<file path="src/rtl/srb_pkg.sv">
// package: constants and types for the sensor reading response builder
package srb_pkg;
    // health level enumeration, 8 bits on the wire
    localparam logic [7:0] SRB_LVL_UNKNOWN = 8'h00;
    localparam logic [7:0] SRB_LVL_NORMAL = 8'h01;
    localparam logic [7:0] SRB_LVL_MAX = 8'h0a;
    // run condition codes
    localparam logic [2:0] SRB_RUN_ENABLED = 3'h0;
    // measurement width codes
    localparam logic [2:0] SRB_W_U8 = 3'h0;
    localparam logic [2:0] SRB_W_S8 = 3'h1;
    localparam logic [2:0] SRB_W_U16 = 3'h2;
    localparam logic [2:0] SRB_W_S16 = 3'h3;
    localparam logic [2:0] SRB_W_U32 = 3'h4;
    localparam logic [2:0] SRB_W_S32 = 3'h5;
    // register byte offsets
    localparam logic [7:0] SRB_OFS_CTRL = 8'h00;
    localparam logic [7:0] SRB_OFS_CMD = 8'h04;
    localparam logic [7:0] SRB_OFS_STAT = 8'h08;
    localparam logic [7:0] SRB_OFS_MEAS = 8'h0c;
    localparam logic [7:0] SRB_OFS_IRQ_STAT = 8'h10;
    localparam logic [7:0] SRB_OFS_IRQ_MASK = 8'h14;
    // control and status field positions, and the reset run code
    localparam int SRB_CTRL_RUN_LSB = 0;
    localparam int SRB_CTRL_WIDTH_LSB = 4;
    localparam int SRB_CTRL_POLICY_BIT = 8;
    localparam int SRB_STAT_BUSY_BIT = 24;
    localparam logic [2:0] SRB_RUN_RESET = 3'h1;
    // interrupt bits
    localparam int SRB_IRQ_W = 3;
    localparam int SRB_IRQ_LEVEL = 0;
    localparam int SRB_IRQ_EVENT = 1;
    localparam int SRB_IRQ_DONE = 2;
    // response layout
    localparam logic [2:0] SRB_IDX_CUR = 3'h0;
    localparam logic [2:0] SRB_IDX_PRIOR = 3'h1;
    localparam logic [2:0] SRB_IDX_EVENT = 3'h2;
    localparam logic [2:0] SRB_IDX_MEAS = 3'h3;

    typedef struct packed {
        logic [7:0] current;
        logic [7:0] prior;
        logic [7:0] event_lvl;
    } srb_levels_t;

    typedef struct packed {
        srb_levels_t lvl;
        logic [31:0] meas;
        logic [2:0] last_idx;
    } srb_resp_t;

    typedef struct packed {
        logic psel;
        logic penable;
        logic pwrite;
        logic [7:0] paddr;
        logic [31:0] pwdata;
    } srb_apb_req_t;

    typedef enum logic [2:0] {
        SRB_ST_IDLE = 3'b001,
        SRB_ST_WAIT = 3'b010,
        SRB_ST_SEND = 3'b100
    } srb_state_t;
endpackage : srb_pkg

</file>
<file path="src/rtl/srb_response_builder.sv">
// sensor reading response builder with apb registers and byte stream output
//
// The register offsets and the APB interface to the registers were decided locally.
`timescale 1ns/1ps
module srb_response_builder (
    // clock and reset
    input wire logic ref_clk_in,
    input wire logic rstn_in,
    // apb slave
    input wire srb_pkg::srb_apb_req_t apb_in,
    output logic [31:0] prdata_out,
    output logic pready_out,
    output logic pslverr_out,
    // sampler side
    input wire logic sample_valid_in,
    input wire logic [31:0] sample_value_in,
    input wire logic [7:0] sample_level_in,
    output logic sample_req_out,
    // response byte stream
    output logic [7:0] resp_byte_out,
    output logic resp_valid_out,
    output logic resp_last_out,
    input wire logic resp_ready_in,
    // interrupt
    output logic irq_out
);
    import srb_pkg::*;

    // register and sensor state
    logic [2:0] run_q, run_d;
    logic [2:0] width_q, width_d;
    logic policy_q, policy_d;
    srb_levels_t lvl_q, lvl_d;
    logic [31:0] meas_q, meas_d;
    logic [SRB_IRQ_W-1:0] irq_stat_q, irq_stat_d;
    logic [SRB_IRQ_W-1:0] irq_mask_q, irq_mask_d;
    logic [SRB_IRQ_W-1:0] irq_set;
    logic enabled;
    logic acc_wr;
    logic acc_rd;
    logic map_hit;
    logic start_req;
    logic level_ok;
    // response engine state
    srb_state_t st_q, st_d;
    srb_resp_t snap_q, snap_d;
    logic [2:0] idx_q, idx_d;
    logic [7:0] byte_q, byte_d;
    logic valid_q, valid_d;
    logic last_q, last_d;
    logic req_q, req_d;

    // saturate the raw signed sample into the selected format
    function automatic logic [31:0] srb_fmt(input logic [31:0] raw, input logic [2:0] code);
        logic signed [32:0] v;
        logic signed [32:0] lo;
        logic signed [32:0] hi;
        v = {raw[31], raw};
        lo = 33'sh1_0000_0000;
        hi = 33'sh0_7fff_ffff;
        case (code)
            SRB_W_U8: begin
                lo = 33'sh0_0000_0000;
                hi = 33'sh0_0000_00ff;
            end
            SRB_W_S8: begin
                lo = -33'sh0_0000_0080;
                hi = 33'sh0_0000_007f;
            end
            SRB_W_U16: begin
                lo = 33'sh0_0000_0000;
                hi = 33'sh0_0000_ffff;
            end
            SRB_W_S16: begin
                lo = -33'sh0_0000_8000;
                hi = 33'sh0_0000_7fff;
            end
            SRB_W_U32: begin
                lo = 33'sh0_0000_0000;
            end
            default: begin
            end
        endcase
        if (v < lo) begin
            v = lo;
        end else if (v > hi) begin
            v = hi;
        end
        return v[31:0];
    endfunction : srb_fmt

    // index of the last measurement byte for a width code
    function automatic logic [2:0] srb_last_idx(input logic [2:0] code);
        logic [2:0] r;
        case (code)
            SRB_W_U8, SRB_W_S8: r = SRB_IDX_MEAS;
            SRB_W_U16, SRB_W_S16: r = SRB_IDX_MEAS + 3'h1;
            // spare codes send four bytes, matching their s32 saturation
            default: r = SRB_IDX_MEAS + 3'h3;
        endcase
        return r;
    endfunction : srb_last_idx

    // byte of a snapshot at a response index
    function automatic logic [7:0] srb_byte(input srb_resp_t s, input logic [2:0] i);
        logic [7:0] b;
        case (i)
            SRB_IDX_CUR: b = s.lvl.current;
            SRB_IDX_PRIOR: b = s.lvl.prior;
            SRB_IDX_EVENT: b = s.lvl.event_lvl;
            SRB_IDX_MEAS: b = s.meas[7:0];
            3'h4: b = s.meas[15:8];
            3'h5: b = s.meas[23:16];
            3'h6: b = s.meas[31:24];
            default: b = 8'h00;
        endcase
        return b;
    endfunction : srb_byte

    assign enabled = (run_q == SRB_RUN_ENABLED);
    assign acc_wr = apb_in.psel && apb_in.penable && apb_in.pwrite;
    assign acc_rd = apb_in.psel && apb_in.penable && !apb_in.pwrite;
    assign level_ok = (sample_level_in != SRB_LVL_UNKNOWN) && (sample_level_in <= SRB_LVL_MAX);
    assign start_req = acc_wr && (apb_in.paddr == SRB_OFS_CMD) && apb_in.pwdata[0];

    always_comb begin
        case (apb_in.paddr)
            SRB_OFS_CTRL, SRB_OFS_CMD, SRB_OFS_STAT,
            SRB_OFS_MEAS, SRB_OFS_IRQ_STAT, SRB_OFS_IRQ_MASK: map_hit = 1'b1;
            default: map_hit = 1'b0;
        endcase
    end

    // zero wait states; unmapped addresses answer with an error
    assign pready_out = 1'b1;
    assign pslverr_out = apb_in.psel && apb_in.penable && !map_hit;

    always_comb begin
        prdata_out = 32'h0000_0000;
        if (acc_rd) begin
            case (apb_in.paddr)
                SRB_OFS_CTRL: begin
                    prdata_out[SRB_CTRL_RUN_LSB +: 3] = run_q;
                    prdata_out[SRB_CTRL_WIDTH_LSB +: 3] = width_q;
                    prdata_out[SRB_CTRL_POLICY_BIT] = policy_q;
                end
                SRB_OFS_STAT: begin
                    // current level in the low byte, event level on top
                    prdata_out[23:0] = {lvl_q.event_lvl, lvl_q.prior, lvl_q.current};
                    prdata_out[SRB_STAT_BUSY_BIT] = (st_q != SRB_ST_IDLE);
                end
                SRB_OFS_MEAS: prdata_out = meas_q;
                SRB_OFS_IRQ_STAT: prdata_out[SRB_IRQ_W-1:0] = irq_stat_q;
                SRB_OFS_IRQ_MASK: prdata_out[SRB_IRQ_W-1:0] = irq_mask_q;
                default: prdata_out = 32'h0000_0000;
            endcase
        end
    end

    // sensor state and register next values
    always_comb begin
        run_d = run_q;
        width_d = width_q;
        policy_d = policy_q;
        irq_mask_d = irq_mask_q;
        lvl_d = lvl_q;
        meas_d = meas_q;
        irq_set = '0;
        if (acc_wr && apb_in.paddr == SRB_OFS_CTRL) begin
            run_d = apb_in.pwdata[SRB_CTRL_RUN_LSB +: 3];
            width_d = apb_in.pwdata[SRB_CTRL_WIDTH_LSB +: 3];
            policy_d = apb_in.pwdata[SRB_CTRL_POLICY_BIT];
        end
        if (acc_wr && apb_in.paddr == SRB_OFS_IRQ_MASK) begin
            irq_mask_d = apb_in.pwdata[SRB_IRQ_W-1:0];
        end
        if (!enabled) begin
            // any state but enabled wipes what was assessed
            lvl_d.current = SRB_LVL_UNKNOWN;
            lvl_d.prior = SRB_LVL_UNKNOWN;
            lvl_d.event_lvl = SRB_LVL_UNKNOWN;
        end else if (sample_valid_in) begin
            meas_d = sample_value_in;
            // an unknown or out of range assessment is dropped, keeping the last known level
            if (level_ok) begin
                if (lvl_q.current == SRB_LVL_UNKNOWN) begin
                    lvl_d.prior = sample_level_in;
                end else if (sample_level_in != lvl_q.current) begin
                    lvl_d.prior = lvl_q.current;
                end
                lvl_d.current = sample_level_in;
                if (sample_level_in != lvl_q.current) begin
                    irq_set[SRB_IRQ_LEVEL] = 1'b1;
                end
                // latch a crossing, or the first assessment after enabling
                if (lvl_q.event_lvl == SRB_LVL_UNKNOWN ||
                    (sample_level_in != SRB_LVL_NORMAL &&
                     sample_level_in != lvl_q.event_lvl)) begin
                    lvl_d.event_lvl = sample_level_in;
                    irq_set[SRB_IRQ_EVENT] = (sample_level_in != SRB_LVL_NORMAL);
                end
            end
        end
        irq_set[SRB_IRQ_DONE] = valid_q && resp_ready_in && last_q;
        irq_stat_d = irq_stat_q;
        if (acc_wr && apb_in.paddr == SRB_OFS_IRQ_STAT) begin
            irq_stat_d = irq_stat_q & ~apb_in.pwdata[SRB_IRQ_W-1:0];
        end
        // set wins over a clear in the same cycle
        irq_stat_d = irq_stat_d | irq_set;
    end

    always_ff @(posedge ref_clk_in) begin
        if (!rstn_in) begin
            run_q <= SRB_RUN_RESET;
            width_q <= SRB_W_U8;
            policy_q <= 1'b0;
            irq_mask_q <= '0;
            irq_stat_q <= '0;
            lvl_q <= '0;
            meas_q <= 32'h0000_0000;
        end else begin
            run_q <= run_d;
            width_q <= width_d;
            policy_q <= policy_d;
            irq_mask_q <= irq_mask_d;
            irq_stat_q <= irq_stat_d;
            lvl_q <= lvl_d;
            meas_q <= meas_d;
        end
    end

    assign irq_out = |(irq_stat_q & irq_mask_q);

    // response engine next values
    always_comb begin
        st_d = st_q;
        snap_d = snap_q;
        idx_d = idx_q;
        byte_d = byte_q;
        valid_d = valid_q;
        last_d = last_q;
        req_d = 1'b0;
        case (st_q)
            SRB_ST_IDLE: begin
                if (start_req) begin
                    // on-request policy asks for a fresh sample first while enabled
                    if (policy_q && enabled) begin
                        st_d = SRB_ST_WAIT;
                        req_d = 1'b1;
                    end else begin
                        st_d = SRB_ST_SEND;
                        snap_d.lvl = lvl_q;
                        snap_d.meas = srb_fmt(meas_q, width_q);
                        snap_d.last_idx = srb_last_idx(width_q);
                        if (lvl_q.current == SRB_LVL_UNKNOWN) begin
                            snap_d.meas = 32'h0000_0000;
                        end
                        idx_d = SRB_IDX_CUR;
                        byte_d = lvl_q.current;
                        valid_d = 1'b1;
                        last_d = 1'b0;
                    end
                end
            end
            SRB_ST_WAIT: begin
                // leaving enabled aborts the wait and sends unknown levels
                if (sample_valid_in || !enabled) begin
                    st_d = SRB_ST_IDLE;
                end
            end
            SRB_ST_SEND: begin
                if (resp_ready_in) begin
                    if (last_q) begin
                        st_d = SRB_ST_IDLE;
                        valid_d = 1'b0;
                        last_d = 1'b0;
                    end else begin
                        idx_d = idx_q + 3'h1;
                        byte_d = srb_byte(snap_q, idx_d);
                        last_d = (idx_d == snap_q.last_idx);
                    end
                end
            end
            default: begin
                st_d = SRB_ST_IDLE;
                valid_d = 1'b0;
                last_d = 1'b0;
            end
        endcase
    end

    // a sample answering the on-request policy re-enters idle with a pending start
    logic pend_q, pend_d;
    always_comb begin
        pend_d = pend_q;
        if (st_q == SRB_ST_WAIT && st_d == SRB_ST_IDLE) begin
            pend_d = 1'b1;
        end else if (st_q == SRB_ST_IDLE) begin
            pend_d = 1'b0;
        end
    end

    srb_state_t st_n;
    srb_resp_t snap_n;
    logic [2:0] idx_n;
    logic [7:0] byte_n;
    logic valid_n;
    logic last_n;
    always_comb begin
        st_n = st_d;
        snap_n = snap_d;
        idx_n = idx_d;
        byte_n = byte_d;
        valid_n = valid_d;
        last_n = last_d;
        // sampled value and levels land in the same edge, so snapshot them next cycle
        if (pend_q && st_q == SRB_ST_IDLE) begin
            st_n = SRB_ST_SEND;
            snap_n.lvl = lvl_q;
            snap_n.meas = srb_fmt(meas_q, width_q);
            snap_n.last_idx = srb_last_idx(width_q);
            if (lvl_q.current == SRB_LVL_UNKNOWN) begin
                snap_n.meas = 32'h0000_0000;
            end
            idx_n = SRB_IDX_CUR;
            byte_n = lvl_q.current;
            valid_n = 1'b1;
            last_n = 1'b0;
        end
    end

    always_ff @(posedge ref_clk_in) begin
        if (!rstn_in) begin
            st_q <= SRB_ST_IDLE;
            snap_q <= '0;
            idx_q <= SRB_IDX_CUR;
            byte_q <= 8'h00;
            valid_q <= 1'b0;
            last_q <= 1'b0;
            req_q <= 1'b0;
            pend_q <= 1'b0;
        end else begin
            st_q <= st_n;
            snap_q <= snap_n;
            idx_q <= idx_n;
            byte_q <= byte_n;
            valid_q <= valid_n;
            last_q <= last_n;
            req_q <= req_d;
            pend_q <= pend_d;
        end
    end

    assign sample_req_out = req_q;
    assign resp_byte_out = byte_q;
    assign resp_valid_out = valid_q;
    assign resp_last_out = last_q;
endmodule : srb_response_builder

</file>
<file path="config.mk">
export PLATFORM = sky130hd
export DESIGN_NAME = srb_response_builder
export DESIGN_NICKNAME = d
export VERILOG_FILES = /design/src/rtl/srb_pkg.sv /design/src/rtl/srb_response_builder.sv
export SDC_FILE = /design/constraint.sdc
export NUM_CORES = 1
export LEC_CHECK = 0
export BUFFER_PORTS_ARGS = -buffer_cell sky130_fd_sc_hd__buf_4
export CAP_MARGIN = 10
export CORE_ASPECT_RATIO = 1.1
export CORE_UTILIZATION = 61
export DETAILED_ROUTE_END_ITERATION = 7
export GPL_ROUTABILITY_DRIVEN = 0
export PLACE_DENSITY = 0.86
export SYNTH_ARGS = -nofsm -noshare
export SYNTH_HDL_FRONTEND = slang
export SYNTH_SLANG_ARGS = --single-unit
export TNS_END_PERCENT = 1
</file>
<file path="constraint.sdc">
create_clock -name ref_clk_in -period 9.9 [get_ports ref_clk_in]
set_clock_uncertainty 0.2 [all_clocks]
set_input_delay 2.475 -clock ref_clk_in [delete_from_list [all_inputs] [get_ports ref_clk_in]]
set_output_delay 2.475 -clock ref_clk_in [all_outputs]
set_load 0.02 [all_outputs]
</file>
Yosys cells after proc, flatten, opt, wreduce, memory -nomap -nowiden
Cells that the tools add are included.

storage, ports and cells
  register bits after elaboration = 146
  bits of input ports = 87

cells by class
  add/sub/neg operators = 1
  $lt $le $gt $ge = 5
  eq/ne operators = 35
  muxes and demuxes = 71
  bitwise logic cells = 6
  reductions and logical operators = 51

operator list
  kind                                                              count
  33-bit 2-to-1 mux                                                 8
  59-bit 2-to-1 mux                                                 4
  32-bit 2-to-1 mux                                                 7
  31-bit one-hot mux with 4 select lines                            1
  33-bit one-hot mux with 3 select lines                            1
  32-bit by 33-bit greater-than comparator with 1-bit output        2
  32-bit by 33-bit less-than comparator with 1-bit output           2
  8-bit 2-to-1 mux                                                  7
  8-bit one-hot mux with 7 select lines                             1
  3-bit 2-to-1 mux                                                  11
  16-bit one-hot mux with 2 select lines                            1
  8-bit logical NOT                                                 3
  3-bit one-hot mux with 3 select lines                             2
  8-bit by 4-bit == test with 1-bit output (second input constant)  2
  8-bit by 5-bit == test with 1-bit output (second input constant)  2
  1-bit logical AND                                                 16
  8-bit != test                                                     2
  8-bit one-hot mux with 2 select lines                             1
  3-bit by 2-bit == test with 1-bit output (second input constant)  5
  3-bit == test (second input constant)                             5
  1-bit 2-to-1 mux                                                  15
  3-bit one-hot mux with 5 select lines                             1
  5-bit AND reduction                                               3
  3-bit by 1-bit == test with 1-bit output (second input constant)  4
  31 further kinds                                                  63

Depth between registers and ports, before layout
  depth after elaboration = 14
  depth in mapped cells = 14
  gate-level depth less buffers = 13

Least setup slack after synthesis
No wires, ideal clock.

  path kind = input-to-output
  start = input port apb_in[34] (netlist name)
  end = output port prdata_out[12]
  arrival = 4.069 ns
  required time = 7.225 ns
  slack = 3.156 ns
  stages = 5
  buffers on the path = 3
  cells stage by stage = clkbuf_1 -> buf_1 -> buf_1 -> mux2i_1 -> nor2_1

between the ends
  cells in the longest elaborated chain, start to end = 3
  elaborated cells on any way between the ends = 4
  those cells by class = 2 x eq/ne; 2 x mux

RTL lines
  element                                   RTL line                     text
  from (decl)                               srb_response_builder.sv:10   input wire srb_pkg::srb_apb_req_t apb_in,
  8-bit by 4-bit == test with 1-bit output  srb_response_builder.sv:141  case (apb_in.paddr)
  16-bit one-hot mux with 2 select lines *  srb_response_builder.sv:141
  32-bit 2-to-1 mux *                       srb_response_builder.sv:140  if (acc_rd) begin
  to (decl)                                 srb_response_builder.sv:11   output logic [31:0] prdata_out,

Mark *: on every way between the ends. The rest lies on a longest branch, timed or not.

Worst setup path in the final report
  start = input port apb_in[36] (netlist name)
  end = output port prdata_out[24]

The elaborated chain is that of the path after synthesis.

==> flow_metrics.tcl <==
set metrics [dict create \
    status "finished, final reports clean" \
    placed_cells 1192 \
    critPathCaptureType "output port" \
    synth-edff-count 0 \
    cts_root_buffer "clkbuf_16" \
    max-cap-violations 0 \
    critPathLaunch "apb_in[36]" \
    synth_common_cells "nand2_1 (182), dfxtp_1 (146), a21oi_1 (133)" \
    drcViolationCount 0 \
    worst_slew_pin_slew_ns 1.160 \
    power_per_cell_area_nw_per_um2 143.8 \
    slew_headroom_pct 22.41 \
    grt_pass1_wl_mm 36.27 \
    cp.required_ns 7.23 \
    first_pass_iters 7 \
    synth_warnings 0 \
    cts_resized 0 \
    criticalPathCategory "primary input to output port" \
    rows 43 \
    synth_ff_type "dfxtp_1" \
    hold_viol_final 0 \
    cts_buffers 17 \
    fin_crit_ns 7.099 \
    io_pins 133 \
    setup_viol 0 \
    drive_above_1_share_pct 15.56 \
    rsz0062_at_grt "no" \
    dr.first_iter.drc_count 961 \
    grt_start_max_net_pins 98 \
    vias 7829 \
    start_util_pct 62.36 \
    hold_class "flip-flop to flip-flop" \
    synthCells 978 \
    instances_no_fill 1224 \
    ys_async_sr_fraction_pct 0 \
    avgSynthCellArea_sq_um 7.993 \
    max_freq_mhz 140.9 \
    ys_seq_elements 146 \
    worst_setup_path_start_kind "primary input" \
    fin_tns_setup_ns 0 \
    fin_crit_sh_pct 71.71 \
    clkSinkCount 146 \
    synth_top_area_share_pct 37.39 \
    synth-seq-area-share_pct 37.39 \
    first_global_vias 7239 \
    synth_top_cell_by_area "dfxtp_1" \
    peakVddDrop_mv 0.1635 \
    grt_util_all_layers_pct 36.14 \
    drv_slew 0 \
    synth_most_common_cell "nand2_1" \
    syn_area_sq_um 7817 \
    utilization_pct 74.08 \
    die_w_um 109.9 \
    routed_wl_mm 22.97 \
    antenna_found_initial 0 \
    worst-path-max-fanout 18 \
    postRouteAntennaNets 0 \
    postCtsSetupBuffers 0 \
    worstReg2RegStart "width_q[2]" \
    p_leak_uw 0.003658 \
    yosysUniqueCellTypes 60 \
    die_h_um 120.7 \
    io_buffers 106 \
    min_from "snap_q[53]" \
    clk_pin_slew_ns 0.06 \
    n_antenna_cell 0 \
    area_delta_synth_final_pct 18.79 \
    dp.final_hpwl_mm 15.87 \
    dieArea_sq_um 13270 \
    arrival_ns 4.42 \
    wl_per_cell_um 18.76 \
    overflow 0 \
    cts_max_path_buffers 2 \
    via_per_inst 6.396 \
    synth_area_leaders "dfxtp_1 (37%), nand2_1 (8.7%), ha_1 (8.6%), a21oi_1 (8.5%), nor2_1 (4.4%)" \
    coreArea_sq_um 12540 \
    synth_nets 1119 \
    cts_htree_levels 4 \
    final_nets 1195 \
    clock_latency_ns 0.43 \
    tritoncts "yes" \
    hold_buffers 0 \
]
==> layout make-up <==
type,count,area [sq um]
clock inverter,15,215.2
tap,157,196.4
fill,929,3249
timing repair buffer,112,840.8
clock buffer,17,425.4
sequential,146,2923
multi-input combinational,764,4637
inverter,13,48.80
==> sequential cells by signal (all words and copies together) (netlist names), 3 cells and up <==
signal,count
irq_stat_q,3
irq_mask_q,3
lvl_q,24
meas_q,32
snap_q,59
st_q,3
resp_byte_out,8
width_q,3
idx_q,3
run_q,3
==> per-layer routing <==
layer / part of all wire (%) / GRT usage, %
met5: 0 / 0
met4: 6.5 / 25.08
met3: 7.4 / 8.356
met2: 47 / 56.84
met1: 39 / 43.07
==> cells in the final DEF, fill, tap and decap left out, drive strengths merged, types with 3 or more instances in the layout <==
master    instances
and4              4
a221o             8
nor4              8
bufinv            5
nand2           182
a21o              6
a221oi            7
buf             112
and2             11
ha               54
a222oi            8
dfxtp           146
a22oi            21
nand2b            7
clkinv            7
and3             11
nor3b             3
mux2              8
or4               4
a211oi           19
a21boi            9
o22ai             7
o21a              4
inv              13
nand4            20
clkinvlp          3
nor2             93
mux2i            30
or2               3
a21oi           134
nor3              7
clkbuf           17
nand3            10
xnor2            18
o21ai            42
==> worst max-delay path, stage by stage <==
cell and delay, ns:
buf_4 0.12, nor4_1 0.41, and3_1 0.43, nand2_1 0.52
nor2_1 0.29, buf_4 0.17
==> cells by family (layout without fill, tap and decap cells) <==
group                      Yosys count  in the layout  synth area share, %
xor gates and xnor gates            20             20                2.241
other                                1              1              0.04797
AOI/OAI and AO/OA                  282            282                22.31
DFF                                146            146                37.39
muxes                               38             38                5.042
and+or+nand+nor                    369            369                20.98
buffers and inverters               68            157                3.345
adders and majority gates           54             54                8.643
==> path summary, 6_finish.rpt <==
kind | end | slack [ns] | depth (start not counted)
setup reg to reg | snap_q[20] | 5.76 | 11
hold / removal | snap_q[53] | 0.25 | 2
hold reg to reg | snap_q[53] | 0.25 | 2
setup / recovery | prdata_out[24] | 2.80 | 6
==> where the power goes <==
group,switching (uW),internal (uW)
registers,0.0708,588
logic,25.7,23.1
clock network,255,445
total,281,1060
==> per-stage QoR <==
| step | hold slack (ns) | area, sq um | power (uW) | setup slack [ns] |
|---|---|---|---|---|
| after floorplan | 0.2240 | 7818 | 623.0 | 3.156 |
| after global placement | 0.2342 | 8646 | 647.8 | 2.880 |
| after detailed placement | 0.2450 | 8646 | 648.2 | 2.863 |
| after CTS | 0.2559 | 9286 | 1334 | 2.854 |
| after global routing | 0.2675 | 9286 | 1368 | 2.629 |
| final | 0.2549 | 9286 | 1336 | 2.801 |
(Power assumes the default switching activity.)
